<file path="config.mk">
export PLATFORM = sky130hd
export DESIGN_NAME = uart_channel
export DESIGN_NICKNAME = d
export VERILOG_FILES = /design/src/common/uart_pkg.sv /design/src/verilog/uart_channel.sv
export SDC_FILE = /design/constraint.sdc
export NUM_CORES = 2
export LEC_CHECK = 0
export ABC_AREA = 1
export BUFFER_PORTS_ARGS = -buffer_cell sky130_fd_sc_hd__buf_2
export CORE_MARGIN = 2
export CORE_UTILIZATION = 40
export CTS_BUF_LIST = sky130_fd_sc_hd__clkbuf_2 sky130_fd_sc_hd__clkbuf_4 sky130_fd_sc_hd__clkbuf_8
export DETAILED_ROUTE_END_ITERATION = 10
export PLACE_DENSITY = 0.67
export SYNTH_ARGS = -nofsm -noshare
export SYNTH_HDL_FRONTEND = slang
export SYNTH_SLANG_ARGS = --single-unit
</file>
<file path="constraint.sdc">
create_clock -name mclk_in -period 10.3 [get_ports mclk_in]
set_clock_uncertainty 0.15 [all_clocks]
set_input_delay 1.545 -clock mclk_in [delete_from_list [all_inputs] [get_ports mclk_in]]
set_output_delay 1.545 -clock mclk_in [all_outputs]
set_load 0.03 [all_outputs]
</file>
<file path="src/common/uart_pkg.sv">
// Package: register map, reset values, types for the serial channel
`default_nettype none
package uart_pkg;
   // ----------------------------------------
   // Register offsets
   // ----------------------------------------
   localparam logic [7:0] OFS_DATA = 8'h00;
   localparam logic [7:0] OFS_IER  = 8'h04;
   localparam logic [7:0] OFS_FCR  = 8'h08;
   localparam logic [7:0] OFS_ISR  = 8'h0C;
   localparam logic [7:0] OFS_LCR  = 8'h10;
   localparam logic [7:0] OFS_MCR  = 8'h14;
   localparam logic [7:0] OFS_LSR  = 8'h18;
   localparam logic [7:0] OFS_EFR  = 8'h1C;
   localparam logic [7:0] OFS_TCR  = 8'h20;
   localparam logic [7:0] OFS_DLD  = 8'h24;
   localparam logic [7:0] OFS_XCH  = 8'h28;
   // ----------------------------------------
   // Field positions
   // ----------------------------------------
   localparam int IER_RX = 0, IER_TX = 1, IER_XOFF = 5, IER_RTS = 6, IER_CTS = 7;
   localparam int EFR_SWRX = 0, EFR_DBL = 1, EFR_SWTX = 2, EFR_ENH = 4;
   localparam int EFR_ARTS = 6, EFR_ACTS = 7;
   localparam int LCR_STOP2 = 2, LCR_PEN = 3, LCR_EVEN = 4;
   localparam int FCR_EN = 0, MCR_RTS = 1, DLD_485 = 6;
   // ----------------------------------------
   // Codes and counts
   // ----------------------------------------
   localparam logic [1:0] SMP_8X   = 2'b01;
   localparam logic [1:0] SMP_4X   = 2'b10;
   localparam logic [3:0] LAST_16X = 4'hF;
   localparam logic [3:0] LAST_8X  = 4'h7;
   localparam logic [3:0] LAST_4X  = 4'h3;
   localparam logic [3:0] HALF_16X = 4'h7;
   localparam logic [3:0] HALF_8X  = 4'h3;
   localparam logic [3:0] HALF_4X  = 4'h1;
   localparam logic [5:0] TO_BASE  = 6'h20;
   localparam logic [6:0] FIFO_CAP = 7'h40;
   // ----------------------------------------
   // Types
   // ----------------------------------------
   typedef enum logic [2:0] {S_IDLE, S_START, S_DATA, S_PAR, S_STOP} ser_state_t;
   typedef struct packed {
      logic psel; logic penable; logic pwrite; logic [7:0] paddr; logic [31:0] pwdata;
   } apb_req_t;
   typedef struct packed {logic brk; logic ferr; logic perr; logic [7:0] data;} rx_word_t;
   typedef struct packed {
      ser_state_t st; logic [3:0] tick; logic [2:0] bitn; logic [7:0] sh;
      logic par; logic stop2; logic out; logic [5:0] wp; logic [5:0] rp; logic [6:0] cnt;
   } tx_st_t;
   typedef struct packed {
      ser_state_t st; logic [3:0] tick; logic [2:0] bitn; logic [7:0] sh; logic perr;
      logic [5:0] wp; logic [5:0] rp; logic [6:0] cnt; logic [3:0] to_tick;
      logic [5:0] to_bits; logic to; logic hold_v; rx_word_t hold; logic dfr_v;
      rx_word_t dfr;
   } rx_st_t;
   typedef struct packed {
      logic [7:0] interrupt_enable; logic [21:0] fifo_control; logic [4:0] line_control; logic rts_req; logic [7:0] enhanced_feature;
      logic [7:0] halt_resume_levels; logic [7:0] divisor_fraction; logic [31:0] xch; logic [31:0] prdata;
      logic pready; logic pslverr; logic pop_ok; logic flow_flag; logic xoff_flag;
      logic sw_halt; logic rts_halt; logic local_off; logic [1:0] ctl_pend;
      logic rts_n; logic irq;
   } regs_t;
   // ----------------------------------------
   // Reset values
   // ----------------------------------------
   localparam logic [4:0]  LCR_RST = 5'h03;
   localparam logic [7:0]  TCR_RST = 8'h2F;
   localparam logic [31:0] XCH_RST = 32'h0000_0000;
   localparam tx_st_t TX_RST = '{st: S_IDLE, out: 1'b1, default: '0};
   localparam rx_st_t RX_RST = '{st: S_IDLE, hold: '0, dfr: '0, default: '0};
   localparam regs_t REGS_RST = '{line_control: LCR_RST, halt_resume_levels: TCR_RST, xch: XCH_RST,
                                  rts_n: 1'b1, default: '0};
endpackage : uart_pkg
`default_nettype wire

</file>
<file path="src/verilog/uart_channel.sv">
// Serial channel: APB registers, transmit/receive FIFOs, framing, flow control
`default_nettype none
module uart_channel
   import uart_pkg::*;
(
   // Clock and reset
   input  wire logic        mclk_in,
   input  wire logic        rst_in,
   // APB slave
   input  wire apb_req_t    apb_in,
   output logic [31:0]      prdata_out,
   output logic             pready_out,
   output logic             pslverr_out,
   // Serial side
   input  wire logic        rx_in,
   input  wire logic        cts_n_in,
   output logic             tx_out,
   output logic             rts_n_out,
   output logic             int_out
);
   // ----------------------------------------
   // State and shared terms
   // ----------------------------------------
   regs_t      r_q, r_d;
   tx_st_t     tx_q, t;
   rx_st_t     rx_q, x;
   logic [7:0] tx_mem [FIFO_CAP];
   rx_word_t   rx_mem [FIFO_CAP];
   logic       rx_m_q, rx_s_q, rx_p_q, cts_m_q, cts_s_q, cts_p_q;
   logic [3:0] blast, hlast;
   logic [2:0] nb_last;
   logic [7:0] mask, ld_val, rx_al, ctl_char;
   logic [6:0] cap, hlv, rlv;
   logic       fifo_en, tx_push, tx_pop, rx_pop, ctl_taken, ld, tx_halt;
   logic       acc, commit, rx_lvl, tx_lvl, tx_empty, done, push_v, push_ok;
   logic       xoff_hit, xon_hit, dbl, rts_pin, rx_any;
   logic       is_xoff1, is_xon1, pair_off, pair_on;
   rx_word_t   word, push_w, head;

   assign prdata_out  = r_q.prdata;
   assign pready_out  = r_q.pready;
   assign pslverr_out = r_q.pslverr;
   assign tx_out      = tx_q.out;
   assign rts_n_out   = r_q.rts_n;
   assign int_out     = r_q.irq;

   always_comb begin
      case (r_q.divisor_fraction[5:4])
         SMP_8X:  begin blast = LAST_8X;  hlast = HALF_8X;  end
         SMP_4X:  begin blast = LAST_4X;  hlast = HALF_4X;  end
         default: begin blast = LAST_16X; hlast = HALF_16X; end
      endcase
   end
   assign nb_last  = 3'(3'd4 + {1'b0, r_q.line_control[1:0]});
   assign mask     = 8'(8'hFF >> (2'd3 - r_q.line_control[1:0]));
   assign fifo_en  = r_q.fifo_control[FCR_EN];
   assign cap      = fifo_en ? FIFO_CAP : 7'h01;
   assign hlv      = {1'b0, r_q.halt_resume_levels[3:0], 2'b00};
   assign rlv      = {1'b0, r_q.halt_resume_levels[7:4], 2'b00};
   assign dbl      = r_q.enhanced_feature[EFR_DBL];
   assign head     = rx_mem[rx_q.rp];
   assign tx_empty = (tx_q.cnt == 7'h00) && (tx_q.st == S_IDLE);
   assign rx_any   = rx_q.cnt != 7'h00;

   // ----------------------------------------
   // Input synchronisers
   // ----------------------------------------
   always_ff @(posedge mclk_in) begin
      rx_m_q  <= rx_in;
      rx_s_q  <= rx_m_q;
      rx_p_q  <= rx_s_q;
      cts_m_q <= cts_n_in;
      cts_s_q <= cts_m_q;
      cts_p_q <= cts_s_q;
   end

   // ----------------------------------------
   // Register file, flags, flow control
   // ----------------------------------------
   always_comb begin
      r_d       = r_q;
      r_d.pready  = 1'b0;
      r_d.pslverr = 1'b0;
      acc       = apb_in.psel && apb_in.penable;
      commit    = acc && r_q.pready;
      tx_push   = commit && apb_in.pwrite && (apb_in.paddr == OFS_DATA)
                  && (tx_q.cnt < cap);
      rx_pop    = commit && !apb_in.pwrite && (apb_in.paddr == OFS_DATA)
                  && r_q.pop_ok;
      rx_lvl    = fifo_en ? (rx_q.cnt >= {1'b0, r_q.fifo_control[13:8]})
                          : (rx_q.cnt != 7'h00);
      if (r_q.divisor_fraction[DLD_485]) tx_lvl = tx_empty;
      else if (fifo_en)     tx_lvl = tx_q.cnt < {1'b0, r_q.fifo_control[21:16]};
      else                  tx_lvl = tx_q.cnt == 7'h00;
      if (acc && !r_q.pready) begin
         r_d.pready = 1'b1;
         r_d.pop_ok = rx_q.cnt != 7'h00;
         case (apb_in.paddr)
            OFS_DATA: r_d.prdata = {24'h00_0000, head.data};
            OFS_IER:  r_d.prdata = {24'h00_0000, r_q.interrupt_enable};
            OFS_FCR:  r_d.prdata = {10'h000, r_q.fifo_control};
            OFS_ISR:  r_d.prdata = {26'h000_0000, r_q.flow_flag, r_q.xoff_flag,
                                    rx_q.to & r_q.interrupt_enable[IER_RX], rx_lvl & r_q.interrupt_enable[IER_RX],
                                    tx_lvl & r_q.interrupt_enable[IER_TX], !r_q.irq};
            OFS_LCR:  r_d.prdata = {27'h000_0000, r_q.line_control};
            OFS_MCR:  r_d.prdata = {30'h0000_0000, r_q.rts_req, 1'b0};
            OFS_LSR:  r_d.prdata = {25'h000_0000, tx_empty, tx_q.cnt == 7'h00,
                                    head.brk & rx_any, head.ferr & rx_any,
                                    head.perr & rx_any, 1'b0, rx_any};
            OFS_EFR:  r_d.prdata = {24'h00_0000, r_q.enhanced_feature};
            OFS_TCR:  r_d.prdata = {24'h00_0000, r_q.halt_resume_levels};
            OFS_DLD:  r_d.prdata = {24'h00_0000, r_q.divisor_fraction};
            OFS_XCH:  r_d.prdata = r_q.xch;
            default: begin
               r_d.prdata  = 32'h0000_0000;
               r_d.pslverr = 1'b1;
            end
         endcase
      end
      if (commit && apb_in.pwrite) begin
         case (apb_in.paddr)
            OFS_IER: begin
               r_d.interrupt_enable[3:0] = apb_in.pwdata[3:0];
               if (r_q.enhanced_feature[EFR_ENH]) r_d.interrupt_enable[7:4] = apb_in.pwdata[7:4];
            end
            OFS_FCR: r_d.fifo_control = apb_in.pwdata[21:0];
            OFS_LCR: r_d.line_control = apb_in.pwdata[4:0];
            OFS_MCR: r_d.rts_req = apb_in.pwdata[MCR_RTS];
            OFS_EFR: r_d.enhanced_feature = apb_in.pwdata[7:0];
            OFS_TCR: r_d.halt_resume_levels = apb_in.pwdata[7:0];
            OFS_DLD: r_d.divisor_fraction = apb_in.pwdata[7:0];
            OFS_XCH: r_d.xch = apb_in.pwdata;
            default: r_d.xch = r_q.xch;
         endcase
      end
      // Remote Xoff/Xon stops and restarts the transmitter
      if (xoff_hit) r_d.sw_halt = 1'b1;
      else if (xon_hit) r_d.sw_halt = 1'b0;
      if (xoff_hit && r_q.interrupt_enable[IER_XOFF]) r_d.xoff_flag = 1'b1;
      else if (xon_hit) r_d.xoff_flag = 1'b0;
      // Local receive level drives Xoff/Xon transmission
      if (ctl_taken) r_d.ctl_pend = 2'(r_q.ctl_pend - 2'd1);
      if (r_q.enhanced_feature[EFR_SWTX] && !r_q.local_off && rx_q.cnt >= hlv) begin
         r_d.local_off = 1'b1;
         r_d.ctl_pend  = dbl ? 2'd2 : 2'd1;
      end else if (r_q.local_off && rx_q.cnt <= rlv) begin
         r_d.local_off = 1'b0;
         r_d.ctl_pend  = dbl ? 2'd2 : 2'd1;
      end
      // Request-to-send pin
      if (rx_q.cnt >= hlv) r_d.rts_halt = 1'b1;
      else if (rx_q.cnt <= rlv) r_d.rts_halt = 1'b0;
      if (r_q.divisor_fraction[DLD_485])
         rts_pin = (tx_q.st != S_IDLE) || (tx_q.cnt != 7'h00);
      else if (r_q.enhanced_feature[EFR_ARTS] && r_q.rts_req)
         rts_pin = r_d.rts_halt;
      else
         rts_pin = !r_q.rts_req;
      r_d.rts_n = rts_pin;
      // Flow interrupt source, cleared by reading the source register
      if (commit && !apb_in.pwrite && apb_in.paddr == OFS_ISR) r_d.flow_flag = 1'b0;
      if ((!r_q.rts_n && rts_pin && r_q.interrupt_enable[IER_RTS])
          || (cts_s_q && !cts_p_q && r_q.interrupt_enable[IER_CTS]))
         r_d.flow_flag = 1'b1;
      r_d.irq = (r_q.interrupt_enable[IER_RX] && (rx_lvl || rx_q.to))
                || (r_q.interrupt_enable[IER_TX] && tx_lvl)
                || r_q.flow_flag || r_q.xoff_flag;
   end

   always_ff @(posedge mclk_in) begin
      if (rst_in) r_q <= REGS_RST;
      else        r_q <= r_d;
   end

   // ----------------------------------------
   // Transmitter
   // ----------------------------------------
   always_comb begin
      t         = tx_q;
      tx_pop    = 1'b0;
      ctl_taken = 1'b0;
      ld        = 1'b0;
      ld_val    = 8'h00;
      tx_halt   = (r_q.enhanced_feature[EFR_ACTS] && cts_s_q) || r_q.sw_halt;
      if (r_q.local_off)
         ctl_char = (dbl && r_q.ctl_pend == 2'd1) ? r_q.xch[31:24] : r_q.xch[23:16];
      else
         ctl_char = (dbl && r_q.ctl_pend == 2'd1) ? r_q.xch[15:8] : r_q.xch[7:0];
      if (tx_q.st != S_IDLE) t.tick = (tx_q.tick == blast) ? 4'h0 : 4'(tx_q.tick + 4'h1);
      case (tx_q.st)
         S_IDLE: begin
            t.out = 1'b1;
            if (r_q.ctl_pend != 2'd0) begin
               ld        = 1'b1;
               ld_val    = ctl_char;
               ctl_taken = 1'b1;
            end else if (tx_q.cnt != 7'h00 && !tx_halt
                         && (!r_q.divisor_fraction[DLD_485] || r_q.rts_n)) begin
               ld     = 1'b1;
               ld_val = tx_mem[tx_q.rp];
               tx_pop = 1'b1;
            end
            if (ld) begin
               t.sh    = ld_val & mask;
               t.par   = ^(ld_val & mask) ^ !r_q.line_control[LCR_EVEN];
               t.st    = S_START;
               t.out   = 1'b0;
               t.stop2 = 1'b0;
               t.tick  = 4'h0;
            end
         end
         S_START: if (tx_q.tick == blast) begin
            t.st   = S_DATA;
            t.bitn = 3'h0;
            t.out  = tx_q.sh[0];
         end
         S_DATA: if (tx_q.tick == blast) begin
            if (tx_q.bitn == nb_last) begin
               t.st  = r_q.line_control[LCR_PEN] ? S_PAR : S_STOP;
               t.out = r_q.line_control[LCR_PEN] ? tx_q.par : 1'b1;
            end else begin
               t.bitn = 3'(tx_q.bitn + 3'h1);
               t.sh   = {1'b0, tx_q.sh[7:1]};
               t.out  = tx_q.sh[1];
            end
         end
         S_PAR: if (tx_q.tick == blast) begin
            t.st  = S_STOP;
            t.out = 1'b1;
         end
         S_STOP: if (tx_q.tick == blast) begin
            if (r_q.line_control[LCR_STOP2] && !tx_q.stop2) t.stop2 = 1'b1;
            else t.st = S_IDLE;
         end
         default: t = TX_RST;
      endcase
      t.wp  = 6'(tx_q.wp + {5'h00, tx_push});
      t.rp  = 6'(tx_q.rp + {5'h00, tx_pop});
      t.cnt = 7'(tx_q.cnt + {6'h00, tx_push} - {6'h00, tx_pop});
   end

   always_ff @(posedge mclk_in) begin
      if (rst_in) tx_q <= TX_RST;
      else        tx_q <= t;
   end

   always_ff @(posedge mclk_in) begin
      if (tx_push) tx_mem[tx_q.wp] <= apb_in.pwdata[7:0];
   end

   // ----------------------------------------
   // Receiver
   // ----------------------------------------
   assign rx_al    = 8'(rx_q.sh >> (2'd3 - r_q.line_control[1:0]));
   assign is_xoff1 = rx_al == (r_q.xch[23:16] & mask);
   assign is_xon1  = rx_al == (r_q.xch[7:0] & mask);

   always_comb begin
      x        = rx_q;
      done     = 1'b0;
      word     = '{brk: !rx_s_q && rx_al == 8'h00, ferr: !rx_s_q,
                   perr: rx_q.perr, data: rx_al};
      if (rx_q.st != S_IDLE && rx_q.st != S_START)
         x.tick = (rx_q.tick == blast) ? 4'h0 : 4'(rx_q.tick + 4'h1);
      case (rx_q.st)
         S_IDLE: if (rx_p_q && !rx_s_q) begin
            x.st   = S_START;
            x.tick = 4'h0;
            x.perr = 1'b0;
         end
         S_START: begin
            x.tick = 4'(rx_q.tick + 4'h1);
            if (rx_q.tick == hlast) begin
               x.st   = rx_s_q ? S_IDLE : S_DATA;
               x.tick = 4'h0;
               x.bitn = 3'h0;
            end
         end
         S_DATA: if (rx_q.tick == blast) begin
            x.sh = {rx_s_q, rx_q.sh[7:1]};
            if (rx_q.bitn == nb_last) x.st = r_q.line_control[LCR_PEN] ? S_PAR : S_STOP;
            else x.bitn = 3'(rx_q.bitn + 3'h1);
         end
         S_PAR: if (rx_q.tick == blast) begin
            x.perr = rx_s_q ^ ^rx_al ^ !r_q.line_control[LCR_EVEN];
            x.st   = S_STOP;
         end
         S_STOP: if (rx_q.tick == blast) begin
            done = 1'b1;
            x.st = S_IDLE;
         end
         default: x.st = S_IDLE;
      endcase
      // Flow character detection and deferred pushes
      pair_off = rx_q.hold_v && rx_q.hold.data == (r_q.xch[23:16] & mask)
                 && rx_al == (r_q.xch[31:24] & mask);
      pair_on  = rx_q.hold_v && rx_q.hold.data == (r_q.xch[7:0] & mask)
                 && rx_al == (r_q.xch[15:8] & mask);
      xoff_hit = 1'b0;
      xon_hit  = 1'b0;
      push_v   = rx_q.dfr_v;
      push_w   = rx_q.dfr;
      x.dfr_v  = 1'b0;
      if (done) begin
         if (!r_q.enhanced_feature[EFR_SWRX]) begin
            push_v = 1'b1;
            push_w = word;
         end else if (!dbl) begin
            xoff_hit = is_xoff1;
            xon_hit  = is_xon1 && !is_xoff1;
            push_v   = !is_xoff1 && !is_xon1;
            push_w   = word;
         end else if (pair_off || pair_on) begin
            xoff_hit = pair_off;
            xon_hit  = pair_on && !pair_off;
            x.hold_v = 1'b0;
         end else begin
            push_v   = rx_q.hold_v;
            push_w   = rx_q.hold;
            x.hold_v = is_xoff1 || is_xon1;
            x.hold   = word;
            x.dfr_v  = !(is_xoff1 || is_xon1) && rx_q.hold_v;
            x.dfr    = word;
            if (!rx_q.hold_v && !x.hold_v) begin
               push_v = 1'b1;
               push_w = word;
            end
         end
      end
      push_ok = push_v && rx_q.cnt < cap;
      x.wp    = 6'(rx_q.wp + {5'h00, push_ok});
      x.rp    = 6'(rx_q.rp + {5'h00, rx_pop});
      x.cnt   = 7'(rx_q.cnt + {6'h00, push_ok} - {6'h00, rx_pop});
      // Receive timeout
      if (rx_q.cnt == 7'h00 || done || rx_pop) begin
         x.to_tick = 4'h0;
         x.to_bits = 6'h00;
         x.to      = 1'b0;
      end else if (!rx_q.to) begin
         x.to_tick = (rx_q.to_tick == blast) ? 4'h0 : 4'(rx_q.to_tick + 4'h1);
         if (rx_q.to_tick == blast) x.to_bits = 6'(rx_q.to_bits + 6'h01);
         x.to = rx_q.to_bits == 6'(TO_BASE + {2'b00, r_q.line_control[1:0], 2'b00});
      end
   end

   always_ff @(posedge mclk_in) begin
      if (rst_in) rx_q <= RX_RST;
      else        rx_q <= x;
   end

   always_ff @(posedge mclk_in) begin
      if (push_ok) rx_mem[rx_q.wp] <= push_w;
   end
endmodule : uart_channel
`default_nettype wire
</file>
==> qor.csv <==
stage,metric,value,unit
outcome,status,"finished, final reports clean",
power,peakVddDrop,0.000120,V
worst_setup_path,start_kind,register,
power,power_frac_clock,37.5,%
global_routing,antenna_found_initial,6,
route,routed_wl,174000,um
place,hpwl,104000,um
floorplan,ios,84,
place,port-buffer-count,83,
worst_setup_path,worst_ep_required_time,11020,ps
power,p_leak,24.9,nW
yosys,ys_seq_elements,1460,
worst_setup_path,cp_num_buf_inv,4,
sta,rsz0062_at_grt,false,
sta,setup_viol,0,
yosys,yosysWarnings,0,
floorplan,num_rows,144,
yosys,ys_seq_area_share,67.0,%
clocking,cts_setup_buffers,0,
sta,hold_ws,175,ps
global_routing,grt_first_pass_wirelength,259000,um
sta,max_freq,191,MHz
floorplan,start_util,40.2,%
clocking,clk_latency,970,ps
clocking,cts_hold_buf,0,
clocking,ctsResizeCount,0,
route,drc,0,
power,internal-power,9.46,mW
global_routing,grt_pass1_vias,41711,
clocking,clock-sinks,1460,
clocking,htree_levels,4,
worst_setup_path,critPathKind,register to register,
route,dr.pass1.iters,6,
yosys,ys.flop_type,edfxtp_1,
worst_setup_path,crit_path_max_incr_delay,890,ps
yosys,netlist_area,61800,um^2
place,dpl_worst_slack,4600,ps
worst_setup_path,slowest_stage,dfxtp_1,
route,viasPerCell,5.55,
global_routing,track_usage,21.5,%
global_routing,overflow,0,
route,ant_nets,0,
sta,min_period_over_period,50.7,%
clocking,cts_tree,done,
power,combPwrFrac,13.0,%
final_layout,finalNetCount,5868,
global_routing,grt_max_degree,207,
yosys,synth_async_sr_flop_share,0,%
route,dr_total_vias,44366,
yosys,syn_nets,5852,
clocking,root_buffer,clkbuf_8,
clocking,cts_buffer_depth,3,
final_layout,areaGrowthSynthToFinish,10.7,%
worst_setup_path,cp.arrival,5950,ps
place,gp_congestion,0.959,
final_layout,drive_above_1_share,9.65,%
floorplan,die_w,397,um
yosys,syn-instance-count,5736,
floorplan,dieArea,158000,um^2
sta,drv_slew,0,
sta,fin_ws,5070,ps
yosys,synth.avg_cell_area,10.8,um^2
job,drv_cap,0,
yosys,synth.distinct_cells,63,
power,sw_frac_of_total,28.0,%
sta,setup-tns-final,0,ps
power,power.switching,3.67,mW
worst_setup_path,endpoint_kind,register,
sta,hold_violations,0,
power,power_density,192,nW/um^2
floorplan,die_h,397,um
sta,relSlewSlack,10.2,%
sta,tightest_slew,1340,ps
route,wire_per_inst,21.8,um
worst_setup_path,crit_family,simple AND/OR/NAND/NOR gates,
yosys,synth_edf_count,1216,
route,drt_iter0_drc,5797,
hold_path,min_path_type,register to register,
clocking,cts_inserted_buffers,224,
floorplan,core,154000,um^2
clocking,clkTransAtPathRegs,60,ps
sta,fin_crit,5230,ps
worst_setup_path,path_max_fanout,17,
power,seq_power_share,49.6,%
==> stage by stage <==
step	cell area, um^2	power [mW]	util, %	instances
5_1_grt	68400	13.6	44.5	7993
2_1_floorplan	61800	7.80	-	5736
4_1_cts	68400	13.1	44.5	7992
3_5_place_dp	63800	8.29	41.5	7570
3_3_place_gp	63800	8.26	41.5	7570
6_report	68400	13.1	44.5	7994
==> cell usage after synthesis, types with 3 or more instances <==
cell type	n	area, um^2
nor4_1	9	56.3
o21ai_2	3	26.3
buf_2	58	290
o21ai_0	664	3320
o21ai_1	8	40.0
o211ai_1	50	375
a211oi_1	9	67.6
nand2_2	8	50.1
a22o_1	3	26.3
o221ai_1	70	613
and3_1	5	31.3
a31oi_1	21	131
xor2_1	25	219
o2111ai_1	7	61.3
nand4_1	34	213
o21bai_1	6	45.0
inv_1	299	1120
clkbuf_1	213	800
buf_1	19	71.3
clkinv_1	5	18.8
dfxtp_1	244	4880
nor4_2	4	50.1
nor2_1	900	3380
a21oi_1	254	1270
a221oi_1	8	70.1
o21ai_4	3	48.8
buf_6	7	78.8
nor3_1	28	140
or2_2	8	50.1
xnor2_1	14	123
ha_1	67	838
nand3_1	328	1640
nand2_1	888	3330
o22ai_1	141	882
a21boi_0	4	30.0
buf_4	48	360
a21boi_1	4	30.0
nand2_8	6	120
o31ai_1	3	22.5
inv_2	12	45.0
edfxtp_1	1216	36500
nor3b_1	4	30.0
a2111oi_0	3	26.3
==> state kept, by name (all words and copies together) (netlist names), 4 cells and up <==
signal,flops
rx_mem,704
tx_mem,512
r_q,94
rx_q,62
tx_q,39
prdata_out,32
hlv,4
==> power by group through the flow <==
stage / logic, mW / clock network [mW] / registers, mW
2_1_floorplan: 1.24 / 0 / 6.56
3_3_place_gp: 1.63 / 0 / 6.63
3_5_place_dp: 1.66 / 0 / 6.63
4_1_cts: 1.66 / 4.97 / 6.51
5_1_grt: 1.89 / 5.22 / 6.52
6_report: 1.70 / 4.92 / 6.51
==> cell type report <==
type,count,area [um^2]
Inverter,317,1210
Multi-Input combinational cell,3611,17700
Fill cell,14078,85300
Antenna cell,2,5.00
Sequential cell,1460,41400
Clock inverter,116,853
Timing Repair Buffer,138,881
Tap cell,2044,2560
Clock buffer,306,3750
==> worst reg2reg max path, cell delays in order, from the launching register on <==
cell and delay, ps:
dfxtp_1 890, o21ai_2 170, o21ai_2 540, o22ai_1 160, nor4_1 350, nand4_1 240, nand2_2 160, nand2_2 60
nand3_2 60, nand3_2 120, and2_4 300, inv_1 100, ha_1 270, inv_1 80, ha_1 160, inv_1 60
fa_1 430, nor2_1 140, nor2_1 50, o21bai_1 110, inv_1 70, nor2_1 90, nor2_1 50, o21bai_1 140
o21ai_0 90, a21oi_1 140
==> path summary, 6_finish.rpt <==
check,startpoint,endpoint,slack (ps),cells after the start
max,r_q[101]$_SDFFE_PP1P_,rx_q[41]$_SDFF_PP0_,5070,25
min,rx_m_q$_DFF_P_,rx_s_q$_DFF_P_,180,0
max reg2reg,r_q[101]$_SDFFE_PP1P_,rx_q[41]$_SDFF_PP0_,5070,25
min reg2reg,rx_m_q$_DFF_P_,rx_s_q$_DFF_P_,180,0
==> layout by cell type, fill, tap and decap left out, types with 34 or more instances in the layout <==
master and count:
inv_1 297, o21ai_0 655, dfxtp_1 239, buf_4 58
o22ai_1 141, clkbuf_4 73, clkinv_1 67, nand2_1 887
buf_2 77, a21oi_1 252, o211ai_1 50, edfxtp_1 1216
nand3_1 328, o221ai_1 70, nor2_1 899, nand4_1 34
ha_1 67, clkbuf_8 233
==> metal layers <==
layer / wire, um / part of all wire, % / up-vias / track usage (%)
met2: 81300 / 47 / 2153 / 34.4
met1: 70000 / 40 / 21481 / 28.5
met3: 15000 / 8.6 / 440 / 3.92
met5: 0 / 0 / - / 0
li1: - / - / 20292 / -
met4: 7990 / 4.6 / 0 / 9.77
==> kinds of logic after synthesis <==
family                   Yosys count  share of synthesized area, %
AND/OR/NAND/NOR                 2235                          14.9
flip-flops                      1460                          67.0
AO/OA/AOI/OAI                   1268                          11.6
buffers and inverters            665                          4.58
adder cells (fa/ha/maj)           69                          1.42
XOR/XNOR                          39                         0.553
No activity file was read; power rests on OpenSTA's default activity.
